==> src/pusq_defines.svh <==
// constants for the power-up settings query responder
// Operation
// [RL1] bytes 11-12 report roles of pins seven, eight
// [RL2] default output word at bytes 13, 14
// [RL3] high output byte bit0 is pin eight
// [RL4] default direction word at bytes 15, 16
// [RL5] byte 17 bit4 reports remote wake-up
// [RL6] byte 17 bits3-1 select interrupt counting mode
// [RL7] byte 17 bit0 selects spi bus release
// [RL8] byte 18 reports settings access-control level
// [RL9] host sends command, sub-command 0x30 for key
// [RL10] host zero-fills bytes 2 to 63
// [RL11] key response echoes command, status, sub-command
// [RL12] key byte 29 holds power attribute bits
// [RL13] key byte 30 holds current in 2 mA
// [RL14] chip response bytes 0-2 echo, status, 0x20
// [RL15] vid at bytes 12-13, pid at 14-15
// [RL16] meaningless bytes are driven to zero
`ifndef PUSQ_DEFINES_SVH
`define PUSQ_DEFINES_SVH
// ----------------------------------------
// command codes and frame layout
// ----------------------------------------
`define PUSQ_FRAME_BYTES   64
`define PUSQ_CMD_READ      8'h61
`define PUSQ_SUB_CHIP      8'h20
`define PUSQ_SUB_KEY       8'h30
`define PUSQ_STATUS_OK     8'h00
`define PUSQ_ROLE_MAX      8'h02
`define PUSQ_ACC_OPEN      8'h00
`define PUSQ_ACC_PASSWORD  8'h40
`define PUSQ_ACC_LOCKED    8'h80
`define PUSQ_MODE_MAX      3'h4
// ----------------------------------------
// byte positions
// ----------------------------------------
`define PUSQ_B_CMD         0
`define PUSQ_B_STATUS      1
`define PUSQ_B_SUB         2
`define PUSQ_B_CMD_SUB     1
`define PUSQ_B_ROLE7       11
`define PUSQ_B_ROLE8       12
`define PUSQ_B_OUT_LO      13
`define PUSQ_B_OUT_HI      14
`define PUSQ_B_DIR_LO      15
`define PUSQ_B_DIR_HI      16
`define PUSQ_B_OPTIONS     17
`define PUSQ_B_ACCESS      18
`define PUSQ_B_VID_LO      12
`define PUSQ_B_VID_HI      13
`define PUSQ_B_PID_LO      14
`define PUSQ_B_PID_HI      15
`define PUSQ_B_POWER       29
`define PUSQ_B_CURRENT     30
`endif

==> src/pusq_pkg.sv <==
// types for the power-up settings query responder
package pusq_pkg;
  typedef logic [7:0] pusq_byte_t;
  typedef pusq_byte_t [63:0] pusq_frame_t;

  // stored power-up chip settings
  typedef struct packed {
    logic [7:0] role_seven;     // general_pin_seven role
    logic [7:0] role_eight;     // general_pin_eight role
    logic [8:0] default_out;    // bit0 general_pin_zero
    logic [8:0] default_dir;    // bit0 pin_zero_direction
    logic       wake_enable;
    logic [2:0] count_mode;
    logic       keep_bus;       // 1 keeps spi bus between transfers
    logic [7:0] access_level;
  } pusq_chip_s;

  // stored usb key parameters
  typedef struct packed {
    logic [15:0] vendor_id;
    logic [15:0] product_id;
    logic        host_powered;
    logic        self_powered;
    logic        wake_capable;
    logic [7:0]  current_2ma;
  } pusq_key_s;

  typedef enum logic [1:0] {
    PUSQ_IDLE = 2'b00,
    PUSQ_BUSY = 2'b01,
    PUSQ_DONE = 2'b11
  } pusq_state_e;

  typedef struct packed {
    pusq_state_e state;
    pusq_frame_t resp;
    logic        resp_valid;
    logic        ignored;
  } pusq_reg_s;
endpackage : pusq_pkg

==> src/pusq_responder.sv <==
// settings query responder: answers chip-settings and key-parameter reads
`timescale 1ns/1ps
`include "pusq_defines.svh"
module pusq_responder (
  input  wire logic              clk_sys_i,    // 10 MHz system clock
  input  wire logic              reset_n_i,    // synchronous reset, active low
  input  wire logic              cmd_valid_i,  // one-cycle command strobe
  input  wire pusq_pkg::pusq_frame_t cmd_frame_i, // 64-byte command report
  input  wire pusq_pkg::pusq_chip_s  chip_i,   // stored chip settings
  input  wire pusq_pkg::pusq_key_s   key_i,    // stored key parameters
  output logic                   resp_valid_o, // one-cycle response strobe
  output pusq_pkg::pusq_frame_t  resp_frame_o, // 64-byte response, held
  output logic                   ignored_o     // one-cycle: command not served
);
  import pusq_pkg::*;

  pusq_reg_s   r;
  pusq_reg_s   next_r;
  pusq_frame_t chip_frame;
  pusq_frame_t key_frame;
  logic        cmd_is_read;  // byte 0 carries the settings-read code
  logic        cmd_is_chip;  // served chip-settings query
  logic        cmd_is_key;   // served key-parameters query

  // ----------------------------------------
  // response frame builders
  // ----------------------------------------
  // all unused bytes start at zero so frames compare exactly
  always_comb begin
    chip_frame = '0;                                                           // RL16
    chip_frame[`PUSQ_B_CMD]    = `PUSQ_CMD_READ;                               // RL14
    chip_frame[`PUSQ_B_STATUS] = `PUSQ_STATUS_OK;                              // RL14
    chip_frame[`PUSQ_B_SUB]    = `PUSQ_SUB_CHIP;                               // RL14
    chip_frame[`PUSQ_B_ROLE7]  = chip_i.role_seven;                            // RL1
    chip_frame[`PUSQ_B_ROLE8]  = chip_i.role_eight;                            // RL1
    chip_frame[`PUSQ_B_OUT_LO] = chip_i.default_out[7:0];                      // RL2
    chip_frame[`PUSQ_B_OUT_HI] = {7'h00, chip_i.default_out[8]};               // RL3
    chip_frame[`PUSQ_B_DIR_LO] = chip_i.default_dir[7:0];                      // RL4
    chip_frame[`PUSQ_B_DIR_HI] = {7'h00, chip_i.default_dir[8]};               // RL4
    chip_frame[`PUSQ_B_OPTIONS] = {3'h0, chip_i.wake_enable,                   // RL5
                                   chip_i.count_mode,                          // RL6
                                   chip_i.keep_bus};                           // RL7
    chip_frame[`PUSQ_B_ACCESS] = chip_i.access_level;                          // RL8
  end

  // key frame: identifiers low byte first, don't-care bits tied low
  always_comb begin
    key_frame = '0;                                                            // RL16
    key_frame[`PUSQ_B_CMD]     = `PUSQ_CMD_READ;                               // RL11
    key_frame[`PUSQ_B_STATUS]  = `PUSQ_STATUS_OK;                              // RL11
    key_frame[`PUSQ_B_SUB]     = `PUSQ_SUB_KEY;                                // RL11
    key_frame[`PUSQ_B_VID_LO]  = key_i.vendor_id[7:0];                         // RL15
    key_frame[`PUSQ_B_VID_HI]  = key_i.vendor_id[15:8];                        // RL15
    key_frame[`PUSQ_B_PID_LO]  = key_i.product_id[7:0];                        // RL15
    key_frame[`PUSQ_B_PID_HI]  = key_i.product_id[15:8];                       // RL15
    key_frame[`PUSQ_B_POWER]   = {key_i.host_powered, key_i.self_powered,
                                  key_i.wake_capable, 5'h00};                  // RL12
    key_frame[`PUSQ_B_CURRENT] = key_i.current_2ma;                            // RL13
  end

  // ----------------------------------------
  // command decode and response register
  // ----------------------------------------
  // only bytes 0 and 1 are decoded; the host zero-fills the rest, so comparing
  // them would cost a wide compare and refuse nothing a conforming host sends
  always_comb begin
    cmd_is_read = (cmd_frame_i[`PUSQ_B_CMD] == `PUSQ_CMD_READ);                       // RL9
    cmd_is_chip = cmd_is_read && (cmd_frame_i[`PUSQ_B_CMD_SUB] == `PUSQ_SUB_CHIP);
    cmd_is_key  = cmd_is_read && (cmd_frame_i[`PUSQ_B_CMD_SUB] == `PUSQ_SUB_KEY);      // RL9
  end

  // the frame loads only on a served query, so a refused command leaves
  // the last answer readable by the host
  always_comb begin
    next_r            = r;
    next_r.resp_valid = 1'b0;
    next_r.ignored    = 1'b0;
    next_r.state      = PUSQ_IDLE;
    if (cmd_valid_i) begin
      if (cmd_is_chip) begin
        next_r.resp       = chip_frame;
        next_r.resp_valid = 1'b1;
        next_r.state      = PUSQ_DONE;
      end else if (cmd_is_key) begin
        next_r.resp       = key_frame;
        next_r.resp_valid = 1'b1;
        next_r.state      = PUSQ_DONE;
      end else begin
        next_r.ignored = 1'b1;
      end
    end
  end

  // ----------------------------------------
  // state register
  // ----------------------------------------
  // synchronous clear of strobes and frame, so no stale answer survives reset
  always_ff @(posedge clk_sys_i) begin
    if (!reset_n_i) begin
      r <= '{state: PUSQ_IDLE, resp: '0, resp_valid: 1'b0, ignored: 1'b0};
    end else begin
      r <= next_r;
    end
  end

  // outputs come straight from the state register
  assign resp_valid_o = r.resp_valid;
  assign resp_frame_o = r.resp;
  assign ignored_o    = r.ignored;

  // ----------------------------------------
  // checks
  // ----------------------------------------
  // headers and pin roles, values taken at the command edge
  chk_chip_header: assert property (@(posedge clk_sys_i) disable iff (!reset_n_i) // RL14
    (cmd_valid_i && cmd_frame_i[0] == 8'h61 && cmd_frame_i[1] == 8'h20) |=>
      (resp_valid_o && resp_frame_o[0] == 8'h61 && resp_frame_o[1] == 8'h00 && resp_frame_o[2] == 8'h20))
    else $error("chip response header wrong");
  chk_key_header: assert property (@(posedge clk_sys_i) disable iff (!reset_n_i) // RL11
    (cmd_valid_i && cmd_frame_i[0] == 8'h61 && cmd_frame_i[1] == 8'h30) |=>
      (resp_valid_o && resp_frame_o[0] == 8'h61 && resp_frame_o[2] == 8'h30 && resp_frame_o[1] == 8'h00))
    else $error("key response header wrong");
  chk_pin_roles: assert property (@(posedge clk_sys_i) disable iff (!reset_n_i) // RL1
    (cmd_valid_i && cmd_frame_i[0] == 8'h61 && cmd_frame_i[1] == 8'h20) |=>
      (resp_frame_o[11] == $past(chip_i.role_seven) && resp_frame_o[12] == $past(chip_i.role_eight)))
    else $error("pin role bytes wrong");

  // 16-bit words: low byte first, pin eight alone in the high byte
  chk_out_word: assert property (@(posedge clk_sys_i) disable iff (!reset_n_i) // RL2
    (resp_valid_o && resp_frame_o[2] == 8'h20) |->
      ({resp_frame_o[14][0], resp_frame_o[13]} == $past(chip_i.default_out)))
    else $error("default output word wrong");
  chk_out_pad: assert property (@(posedge clk_sys_i) disable iff (!reset_n_i) // RL3
    (resp_valid_o && resp_frame_o[2] == 8'h20) |-> resp_frame_o[14][7:1] == 7'h00)
    else $error("output high byte not padded");
  chk_dir_word: assert property (@(posedge clk_sys_i) disable iff (!reset_n_i) // RL4
    (resp_valid_o && resp_frame_o[2] == 8'h20) |->
      ({resp_frame_o[16], resp_frame_o[15]} == {7'h00, $past(chip_i.default_dir)}))
    else $error("default direction word wrong");

  // option byte and access level pass through unfiltered
  chk_options: assert property (@(posedge clk_sys_i) disable iff (!reset_n_i) // RL5
    (resp_valid_o && resp_frame_o[2] == 8'h20) |->
      (resp_frame_o[17][7:5] == 3'h0 && resp_frame_o[17][4] == $past(chip_i.wake_enable)))
    else $error("wake-up bit wrong");
  chk_count_mode: assert property (@(posedge clk_sys_i) disable iff (!reset_n_i) // RL6
    (resp_valid_o && resp_frame_o[2] == 8'h20) |-> resp_frame_o[17][3:1] == $past(chip_i.count_mode))
    else $error("count mode wrong");
  chk_bus_keep: assert property (@(posedge clk_sys_i) disable iff (!reset_n_i) // RL7
    (resp_valid_o && resp_frame_o[2] == 8'h20) |-> resp_frame_o[17][0] == $past(chip_i.keep_bus))
    else $error("bus release bit wrong");
  chk_access: assert property (@(posedge clk_sys_i) disable iff (!reset_n_i) // RL8
    (resp_valid_o && resp_frame_o[2] == 8'h20) |-> resp_frame_o[18] == $past(chip_i.access_level))
    else $error("access level wrong");

  // ----------------------------------------
  // key response checks
  // ----------------------------------------
  // identifiers low byte at the lower index
  chk_key_ids: assert property (@(posedge clk_sys_i) disable iff (!reset_n_i) // RL15
    (resp_valid_o && resp_frame_o[2] == 8'h30) |->
      ({resp_frame_o[13], resp_frame_o[12]} == $past(key_i.vendor_id) &&
       {resp_frame_o[15], resp_frame_o[14]} == $past(key_i.product_id)))
    else $error("identifier bytes wrong");

  // power attributes in the top three bits, current in 2 mA steps
  chk_key_power: assert property (@(posedge clk_sys_i) disable iff (!reset_n_i) // RL12
    (resp_valid_o && resp_frame_o[2] == 8'h30) |->
      (resp_frame_o[29] == {$past(key_i.host_powered), $past(key_i.self_powered),
                            $past(key_i.wake_capable), 5'h00}))
    else $error("power attribute byte wrong");
  chk_key_current: assert property (@(posedge clk_sys_i) disable iff (!reset_n_i) // RL13
    (resp_valid_o && resp_frame_o[2] == 8'h30) |-> resp_frame_o[30] == $past(key_i.current_2ma))
    else $error("current byte wrong");

  // ----------------------------------------
  // zero fill, strobes and refusals
  // ----------------------------------------
  // don't-care bytes read as zero in both answers
  chk_zero_fill: assert property (@(posedge clk_sys_i) disable iff (!reset_n_i) // RL16
    resp_valid_o |-> (resp_frame_o[3] == 8'h00 && resp_frame_o[19] == 8'h00 && resp_frame_o[63] == 8'h00))
    else $error("unused byte not zero");
  chk_other_ignored: assert property (@(posedge clk_sys_i) disable iff (!reset_n_i)
    (cmd_valid_i && cmd_frame_i[0] != 8'h61) |=> (ignored_o && !resp_valid_o))
    else $error("foreign command not ignored");

  // whole don't-care ranges except chip bytes 4-10, not just sample bytes
  chk_chip_zero: assert property (@(posedge clk_sys_i) disable iff (!reset_n_i) // RL16
    (resp_valid_o && resp_frame_o[2] == 8'h20) |-> (resp_frame_o[3] == 8'h00 && resp_frame_o[63:19] == '0))
    else $error("chip unused bytes not zero");
  chk_key_zero: assert property (@(posedge clk_sys_i) disable iff (!reset_n_i) // RL16
    (resp_valid_o && resp_frame_o[2] == 8'h30) |->
      (resp_frame_o[11:3] == '0 && resp_frame_o[28:16] == '0 && resp_frame_o[63:31] == '0))
    else $error("key unused bytes not zero");

  // a refused sub-command must not disturb the held answer
  chk_sub_ignored: assert property (@(posedge clk_sys_i) disable iff (!reset_n_i)
    (cmd_valid_i && cmd_frame_i[0] == 8'h61 && cmd_frame_i[1] != 8'h20 && cmd_frame_i[1] != 8'h30) |=>
      (ignored_o && !resp_valid_o))
    else $error("unknown sub-command not ignored");
  chk_frame_held: assert property (@(posedge clk_sys_i) disable iff (!reset_n_i)
    ignored_o |-> $stable(resp_frame_o))
    else $error("refused command changed frame");

  // the frame only moves on a served answer or a reset
  chk_frame_stable: assert property (@(posedge clk_sys_i) disable iff (!reset_n_i)
    (!resp_valid_o && $past(reset_n_i)) |-> $stable(resp_frame_o))
    else $error("frame changed without an answer");

  // strobes come only after a command and never both at once
  chk_idle_quiet: assert property (@(posedge clk_sys_i) disable iff (!reset_n_i)
    !cmd_valid_i |=> (!resp_valid_o && !ignored_o))
    else $error("strobe without command");
  chk_strobe_excl: assert property (@(posedge clk_sys_i) disable iff (!reset_n_i)
    !(resp_valid_o && ignored_o))
    else $error("served and ignored together");

  // no disable here, so the cleared state itself is watched
  chk_reset_quiet: assert property (@(posedge clk_sys_i)
    !reset_n_i |=> (!resp_valid_o && !ignored_o && resp_frame_o == '0))
    else $error("reset did not clear outputs");
endmodule : pusq_responder

==> config.mk <==
export PLATFORM = sky130hd
export DESIGN_NAME = pusq_responder
export DESIGN_NICKNAME = d
export VERILOG_FILES = /design/src/pusq_pkg.sv /design/src/pusq_responder.sv
export VERILOG_INCLUDE_DIRS = /design/src
export SDC_FILE = /design/constraint.sdc
export NUM_CORES = 1
export LEC_CHECK = 0
export BUFFER_PORTS_ARGS = -buffer_cell sky130_fd_sc_hd__buf_4
export CAP_MARGIN = 20
export CORE_AREA = 2 2 440 442
export CTS_CLUSTER_DIAMETER = 100
export DETAILED_ROUTE_END_ITERATION = 16
export DIE_AREA = 0 0 442 444
export PLACE_DENSITY_LB_ADDON = 0.1
export SETUP_SLACK_MARGIN = 0.05
export SYNTH_ARGS = -nofsm -noshare
export SYNTH_HDL_FRONTEND = slang
export SYNTH_SLANG_ARGS = --single-unit
==> constraint.sdc <==
create_clock -name clk_sys_i -period 1.25 [get_ports clk_sys_i]
set_input_delay 0.1875 -clock clk_sys_i [delete_from_list [all_inputs] [get_ports clk_sys_i]]
set_output_delay 0.1875 -clock clk_sys_i [all_outputs]
set_load 0.01 [all_outputs]
[Yosys cells after proc, flatten, opt, wreduce, memory -nomap -nowiden]
Cells that the tools add are included.
W data, S select, Z words.
Cells by class
  eq/ne operators: 3
  muxes and demuxes: 3
  bitwise gates (word level): 2
  reduce and logical (&&, ||, !) cells: 6
Operators by type and width (count)
  $mux W513: 2
  $eq A8 B6 Y1 const B: 2
  $eq A8 B7 Y1 const B: 1
  $reduce_and A2 Y1: 2
  $reduce_or A3 Y1: 1
  $logic_and A1 B1 Y1: 2
  $not A1 Y1: 2
  $reduce_bool A2 Y1: 1
  $mux W1: 1
Word-level totals
  register bits: 514
  bits of input ports: 605

[Logic depth before layout (Yosys ltp)]
Gate-level depths: netlist of run 1.
  word-level depth: 4
  mapped depth: 6
  gate-level depth less buffers: 4

[Worst setup path before layout of run 1]
No wires, ideal clock.
  kind: input-to-reg
  start point: input port cmd_frame_i[7] in the netlist's numbering
  end point: register r, in the netlist resp_frame_o[128]
  library setup time: 0.120 ns
  data arrival time: 1.235 ns
  setup slack: -0.105 ns
  cell stages on the path: 5
  path through: nor4b_4 > nor4b_4 > nand4_2 > buf_6 > mux2i_1
Between the ends
  word-level cells in the longest chain between the ends: 4
RTL lines
  from (decl): RTL line pusq_responder.sv:8  | input wire pusq_pkg::pusq_frame_t cmd_frame_i,
  $eq A8 B7 Y1 (no source line) *
  $logic_and A1 B1 Y1, on equally long branches: RTL line pusq_responder.sv:68, pusq_responder.sv:69
  $reduce_bool A2 Y1 (no source line)
  $reduce_and A2 Y1 (no source line)
  to (signal assigned): RTL line pusq_responder.sv:100  | r <= '{state: PUSQ_IDLE, resp: '0, resp_valid: 1'b0, ignored: 1'b0};
  to (signal assigned): RTL line pusq_responder.sv:102  | r <= next_r;
  to (decl): RTL line pusq_responder.sv:17  | pusq_reg_s r;
Every way passes the cells marked *; elsewhere a longest branch is shown, timed or not.
A chain may end at the register's enable or synchronous reset.

[Worst setup path after layout of run 1]
  start point: input port cmd_frame_i[7] in the netlist's numbering
  end point: register r, in the netlist resp_frame_o[238]
Same word-level chain as after synthesis.

==> results of run 1 <==
-- cell type report --
| class | instances | area, um2 |
|---|---|---|
| fillers | 22600 | 181000 |
| multi-input cells | 682 | 3410 |
| well taps | 2526 | 3161 |
| repair buffers | 253 | 2250 |
| flip-flops and latches | 69 | 1409 |
| clock buffers | 9 | 225.2 |
| clock inverters | 7 | 121.4 |
| diodes | 2 | 5.005 |
-- path summary, 6_finish.rpt --
check	start	endpoint	slack (ps)	depth (start not counted)
setup / recovery	cmd_frame_i[7]	resp_frame_o[238]	-20	8
hold / removal	key_i[6]	resp_frame_o[246]	90	3
setup reg to reg	resp_frame_o[6]	resp_frame_o[6]	610	1
hold reg to reg	resp_frame_o[100]	resp_frame_o[100]	450	2
-- cells by family (layout without fill, tap and decap cells) --
kind of cell | Yosys count | count (layout)
other | 1 | 444
AOI/OAI and AO/OA | 45 | 45
muxes | 47 | 47
buffers and inverters | 470 | 269
and+or+nand+nor | 148 | 148
DFF | 69 | 69
-- state kept, by name (all words and copies together) (netlist names) --
name and count:
resp_frame_o 67, ignored_o 1, resp_valid_o 1
-- placed cells by master, fill, tap and decap left out, drive strengths merged, types with 2 or more instances in the layout --
cell | synthesis | layout
conb | 1 | 442
buf | 453 | 215
nand2 | 115 | 115
dfxtp | 69 | 69
a21boi | 44 | 44
dlygate4sd3 | 0 | 35
mux2 | 25 | 25
mux2i | 22 | 22
nand3 | 18 | 18
clkbuf | 17 | 12
nor4b | 5 | 5
bufinv | 0 | 3
nand4 | 3 | 3
diode | 0 | 2
inv | 0 | 2
nor2b | 2 | 2
clkinv | 0 | 2
-- critical path, cell delays in order --
cell                        delay, ps
sky130_fd_sc_hd__buf_6            100
sky130_fd_sc_hd__nor4b_4          340
sky130_fd_sc_hd__buf_4            180
sky130_fd_sc_hd__and4_4           270
sky130_fd_sc_hd__clkbuf_16        200
sky130_fd_sc_hd__clkbuf_16        150
sky130_fd_sc_hd__nand3_2           70
sky130_fd_sc_hd__a21boi_1         120
-- metal layers --
metal  vias to the layer above  routed length, um
li1                       2050                  -
met3                        28               2301
met5                         -                  0
met2                       393              16580
met4                         0                457
met1                      1996              12130
-- what timing repair did --
item,in CTS,in global routing
endpoints found under the hold margin,34,1
resized for setup,30,47
pin swaps,1,30
setup endpoints to repair,38,46
gates cloned,0,3
hold buffers,34,1
buffers inserted,1,2
-- power by group through the flow --
stage / registers [mW] / clock network [mW] / logic, mW
finish: 2.20 / 3.41 / 1.40
global route: 2.20 / 3.80 / 1.54
CTS: 2.20 / 3.78 / 1.39
detailed placement: 2.25 / 0 / 1.29
global placement: 2.25 / 0 / 1.30
floorplan: 2.25 / 0 / 1.78
-- stage by stage --
step	std cells	utilization [%]	hold slack, ps
floorplan	1221	-	324.9
global placement	3489	4.987	457.1
detailed placement	3489	4.987	446.6
CTS	3540	5.386	4.796
global route	3548	5.523	36.67
finish	3548	5.523	87.43
==> results.txt, run 1 <==
----------------------------------------------------
[Status]
  Outcome ... finished, violations left
  Violations in the final reports ... negative setup slack

[Flow run]
  Number of maximum-capacitance violations ... 0

[Global routing]
  Met1 track demand over resource ... 3.324%
  Gr ovfl total ... 0
  Met3 capacity usage during global routing ... 1.200%
  First-pass GRT wire length ... 38.78 mm
  GR Util met2 ... 5.602%
  Pin count of the biggest net entering global routing ... 46
  Vias in the first global route ... 3989
  Number of antenna violations at the first check in global routing ... 15
  Busiest layer in global routing ... met2
  Total track usage ... 3.102%

[Pwr]
  Fraction of power consumed by sequential logic ... 31.3%
  Worst IR Drop VDD ... 0.0006033 V
  Internal power summed over all cells ... 4.616 mW
  Power density over cell area ... 662.5 nW/um2
  Cell leakage power ... 4.127 nW
  Final Power ... 7.010 mW
  Net switching power ... 2.394 mW
  Fraction of power consumed by combinational cells ... 20.0%
  Clock group share of total power ... 48.7%
  Switching part of the total power ... 34.15%

[Worst setup path]
  Arrival time of the worst setup path ... 1610 ps
  Type of the worst setup path ... in2reg
  Required @ worst endpoint ... 1590 ps
  Kind of capture point of the worst setup path ... flop
  Maximum fanout along the worst path ... 6
  Critical path launch point type ... input pin

[STA]
  Largest clock skew in the final design ... 0 ps
  RSZ-0062 raised after global routing ... yes
  Ratio of final minimum period to clock period ... 101.2%
  Final Hold Fails ... 0
  Worst Slack Setup Final ... -15.34 ps
  Minimum clock period after layout ... 1265 ps
  Achievable Freq ... 790.3 MHz
  Final-report max-slew violation count ... 0
  # setup viols final ... 3
  Fin Setup TNS ... -35.71 ps

[Yosys]
  Area fraction in compound gates after synthesis ... 5.302%
  Netlist cell types ... 24
  Area leader, netlist ... sky130_fd_sc_hd__buf_4
  Total of flip-flops plus latches after synthesis ... 69
  Share of cell area taken by muxes after synthesis ... 7.875%
  Simple-gate share of the synthesized area ... 10.66%
  Synthesized instance count ... 780
  Most common cell in the synthesized netlist ... sky130_fd_sc_hd__buf_4
  Number of enable flip-flop cells after synthesis ... 0
  Mean cell area of the mapped netlist ... 8.168 um2
  Most area-consuming cells after synthesis ... sky130_fd_sc_hd__buf_4 53%, sky130_fd_sc_hd__dfxtp_1 22%, sky130_fd_sc_hd__nand2_1 6.8%, sky130_fd_sc_hd__mux2_2 4.4%, sky130_fd_sc_hd__mux2i_1 3.5%
  Share of async-settable or async-resettable flops after synthesis ... 0%
  Xor-xnor portion of the synthesized cell area ... 0%
  Syn Std Cell Area ... 6371 um2
  Top-area cell type share of the netlist area ... 52.91%
  Predominant post-synthesis flop cell ... sky130_fd_sc_hd__dfxtp_1
  Dominant combinational cell family by area after synthesis ... buffers and inverters
  Most instantiated cells after synthesis ... 449 x sky130_fd_sc_hd__buf_4, 115 x sky130_fd_sc_hd__nand2_1, 69 x sky130_fd_sc_hd__dfxtp_1
  Post-synthesis sequential area ratio ... 21.68%
  Share of synthesized cell area in full adder, half adder and majority cells ... 0%
  Yosys warning total ... 0

[Worst hold path]
  Worst min-delay path category ... in2reg

[Placed design]
  HPWL reported at the end of detailed placement ... 26.66 mm
  Worst Setup Slack post-DPL ... -475.3 ps
  Routability cong. ... 0.5967
  Count of input and output buffers ... 180
  Dpl cell area ... 9554 um2

[Routing]
  Routed wirelength normalized by instance count ... 8.871 um
  Post-Route WL ... 31.47 mm
  DR pass1 iterations ... 4
  Number of vias per cell ... 1.259
  Routed vias ... 4467
  First DRT Iteration DRCs ... 62
  Drc violations ... 0
  Post-detailed-route count of antenna-violating nets ... 0

[Die]
  Placeable Area ... 191600 um2
  Num rows ... 161
  Starting utilization of the core area ... 3.326%
  Full die area ... 196200 um2
  Vertical die dimension ... 444 um
  IO Pins ... 1119
  X dimension of the die ... 442 um

[Cells and area]
  Area Growth Syn to Fin ... 66.06%
  Final non-filler cell area ... 10580 um2
  Final Net Count ... 1620
  Layout cell share with drive strength beyond 1 ... 32.25%

[CTS]
  CTS buffer count ... 9
  Worst-Skew Late Latency ... 410 ps
  Maximum clock path buffer count ... 2
  TritonCTS clock tree ... built
  H-tree Lvls ... 3
  Sink count of the clock tree ... 69
  Clock root buffer ... sky130_fd_sc_hd__clkbuf_16
  Register clock-pin slew on the reported worst setup and hold paths ... 60 ps

----------------------------------------------------
Power figures use the tool's default switching activity.
==> inputs of run 2 (changes only) <==
--- a/config.mk
+++ b/config.mk
@@ -8,11 +8,14 @@
 export LEC_CHECK = 0
 export BUFFER_PORTS_ARGS = -buffer_cell sky130_fd_sc_hd__buf_4
 export CAP_MARGIN = 20
-export CORE_AREA = 2 2 440 442
+export CELL_PAD_IN_SITES_DETAIL_PLACEMENT = 0
+export CELL_PAD_IN_SITES_GLOBAL_PLACEMENT = 1
+export CORE_AREA = 2 2 437 439
 export CTS_CLUSTER_DIAMETER = 100
 export DETAILED_ROUTE_END_ITERATION = 16
-export DIE_AREA = 0 0 442 444
+export DIE_AREA = 0 0 439 441
 export PLACE_DENSITY_LB_ADDON = 0.1
+export REMOVE_ABC_BUFFERS = 1
 export SETUP_SLACK_MARGIN = 0.05
 export SYNTH_ARGS = -nofsm -noshare
 export SYNTH_HDL_FRONTEND = slang
==> results.txt, run 2 (same netlist as run 1, synthesis figures left out) <==
----------------------------------------------------
[Status]
  Outcome ... finished, violations left
  Violations in the final reports ... negative setup slack

[STA]
  Minimum clock period after layout ... 1343 ps (+78.02 ps)
  Worst Slack Setup Final ... -93.36 ps (-78.02 ps)
  Worst slack on hold paths ... 51.84 ps (-35.58 ps)
  Achievable Freq ... 744.4 MHz (-5.8%)
  RSZ-0062 raised after global routing ... yes
  # setup viols final ... 44 (+41)
  Largest clock skew in the final design ... 0 ps (unchanged)
  Final-report max-slew violation count ... 0 (unchanged)
  Final Hold Fails ... 0 (unchanged)
  Ratio of final minimum period to clock period ... 107.5% (+6.2 points)

[Cells and area]
  Flip-flop count of the largest register after layout ... 67 (unchanged)
  Final Net Count ... 1626 (+0.37%)
  Layout cell share with drive strength beyond 1 ... 35.80% (+3.5 points)
  Fillers ... 22370 (-1.0%)
  Diodes inserted ... 0 (-2)
  Area Growth Syn to Fin ... 69.87%
  Commonest cells after routing, fill and taps aside ... 442 x sky130_fd_sc_hd__conb_1, 188 x sky130_fd_sc_hd__buf_4, 62 x sky130_fd_sc_hd__nand2_1, 62 x sky130_fd_sc_hd__dfxtp_1, 32 x sky130_fd_sc_hd__nand2_2
  Number of non-filler instances in the completed layout ... 3536 (-0.34%)
  Final core occ ... 5.721% (+0.20 points)
  Leading cell type in the layout, fill and taps excluded ... sky130_fd_sc_hd__conb_1

[Worst setup path]
  Type of the worst setup path ... in2reg
  Critical path launch point type ... input pin
  Maximum fanout along the worst path ... 8 (+2)
  Arrival time of the worst setup path ... 1690 ps (+80 ps)
  Kind of capture point of the worst setup path ... flop
  Setup slack of the most critical reg-to-reg path ... 600 ps (about the same)
  Required @ worst endpoint ... 1590 ps (about the same)

[Pwr]
  Net switching power ... 2.352 mW (-1.7%)
  Final Power ... 6.323 mW (-9.8%)
  Switching part of the total power ... 37.21% (+3.1 points)
  Clock group share of total power ... 43.2% (-5.5 points)
  Power density over cell area ... 584.2 nW/um2 (-12%)
  Cell leakage power ... 4.213 nW (+2.1%)
  Fraction of power consumed by combinational cells ... 22.1% (+2.1 points)
  Fraction of power consumed by sequential logic ... 34.7% (+3.4 points)
  Worst IR Drop VDD ... 0.0007056 V (+17%)
  Internal power summed over all cells ... 3.970 mW (-14%)

[Die]
  Starting utilization of the core area ... 3.368% (+0.042 points)
  Vertical die dimension ... 441 um (-0.68%)
  X dimension of the die ... 439 um (-0.68%)
  Placeable Area ... 189200 um2 (-1.2%)
  Num rows ... 160 (-0.62%)
  IO Pins ... 1119 (unchanged)
  Full die area ... 193600 um2 (-1.3%)

[CTS]
  TritonCTS clock tree ... built
  Maximum clock path buffer count ... 2 (unchanged)
  Worst-Skew Late Latency ... 410 ps (about the same)
  Clock root buffer ... sky130_fd_sc_hd__clkbuf_16
  H-tree Lvls ... 3 (unchanged)
  CTS buffer count ... 9 (unchanged)
  Sink count of the clock tree ... 69 (unchanged)
  Register clock-pin slew on the reported worst setup and hold paths ... 70 ps (about the same)

[Global routing]
  First-pass GRT wire length ... 40.24 mm (+3.8%)
  Total track usage ... 3.346% (+0.24 points)
  Gr ovfl total ... 0 (unchanged)
  Number of antenna violations at the first check in global routing ... 12 (-3)
  Vias in the first global route ... 3692 (-7.4%)
  Pin count of the biggest net entering global routing ... 52 (+13%)

[Routing]
  Drc violations ... 0 (unchanged)
  DR pass1 iterations ... 4 (unchanged)
  Post-Route WL ... 34.67 mm (+10%)
  Routed vias ... 4570 (+2.3%)
  Post-detailed-route count of antenna-violating nets ... 0 (unchanged)
  First DRT Iteration DRCs ... 66 (+6.5%)
  Routed wirelength normalized by instance count ... 9.805 um (+11%)
  Number of vias per cell ... 1.292 (+2.7%)

[Placed design]
  HPWL reported at the end of detailed placement ... 27.28 mm (+2.3%)
  Routability cong. ... 0.5921 (-0.77%)
  Number of instances in the placed design ... 3475 (-0.40%)
  Worst Setup Slack post-DPL ... -871.2 ps (-395.9 ps)
  Count of input and output buffers ... 180 (unchanged)

[Flow run]
  Number of maximum-capacitance violations ... 0 (unchanged)

[Worst hold path]
  Worst min-delay path category ... in2reg

----------------------------------------------------
==> run 2: worst paths after layout <==
| check | startpoint | end | cells after the start |
|---|---|---|---|
| max | cmd_frame_i[3] | resp_frame_o[115] | 8 |
| min | key_i[16] | resp_frame_o[117] | 3 |
| max reg2reg | resp_frame_o[147] | resp_frame_o[147] | 2 |
| min reg2reg | resp_frame_o[126] | resp_frame_o[126] | 2 |
==> run 2: final cells by class <==
cell class,instances,area [um2],share of cell area (%)
clock inverters,5,28.78,0.2659
multi-input cells,682,3587,33.14
clock buffers,10,229.0,2.116
repair buffers,259,2439,22.53
flip-flops and latches,69,1398,12.91
well taps,2511,3142,29.03
==> run 2: power groups by stage <==
stage,clock (mW),combinational (mW),sequential [mW]
final,2.73,1.40,2.19
after global routing,3.09,1.58,2.19
after CTS,3.08,1.39,2.19
after detailed placement,0,1.28,2.25
after global placement,0,1.28,2.25
after floorplan,0,0.696,2.25
==> run 2: metal layers <==
layer,wire length [um],track usage [%],share of wire [%]
met5,12,0,0.035
met2,17850,5.603,51
met1,13430,3.832,39
met4,427,0.7649,1.2
met3,2942,1.583,8.5
==> run 2: per-stage QoR <==
step,instance area [um2],setup TNS [ps]
2_1_floorplan,4559,-42020
3_3_place_gp,9454,-54700
3_5_place_dp,9454,-47790
4_1_cts,10510,-1368
5_1_grt,10820,-4964
6_report,10820,-1749
==> run 2: worst max-delay path, stage by stage <==
cell	delay (ps)
sky130_fd_sc_hd__buf_8	100
sky130_fd_sc_hd__nor4b_4	350
sky130_fd_sc_hd__buf_4	180
sky130_fd_sc_hd__and4_4	240
sky130_fd_sc_hd__buf_12	180
sky130_fd_sc_hd__buf_12	170
sky130_fd_sc_hd__nand3_1	80
sky130_fd_sc_hd__a21boi_1	140
==> run 2: repair_timing <==
action | 4_1_cts | 5_1_grt
gates resized for setup | 77 | 103
buffers inserted | 7 | 3
cloned | 7 | 3
hold endpoints to repair | 30 | 0
hold buffers | 30 | 0
endpoints found under the setup margin | 76 | 72
pin swaps | 45 | 54
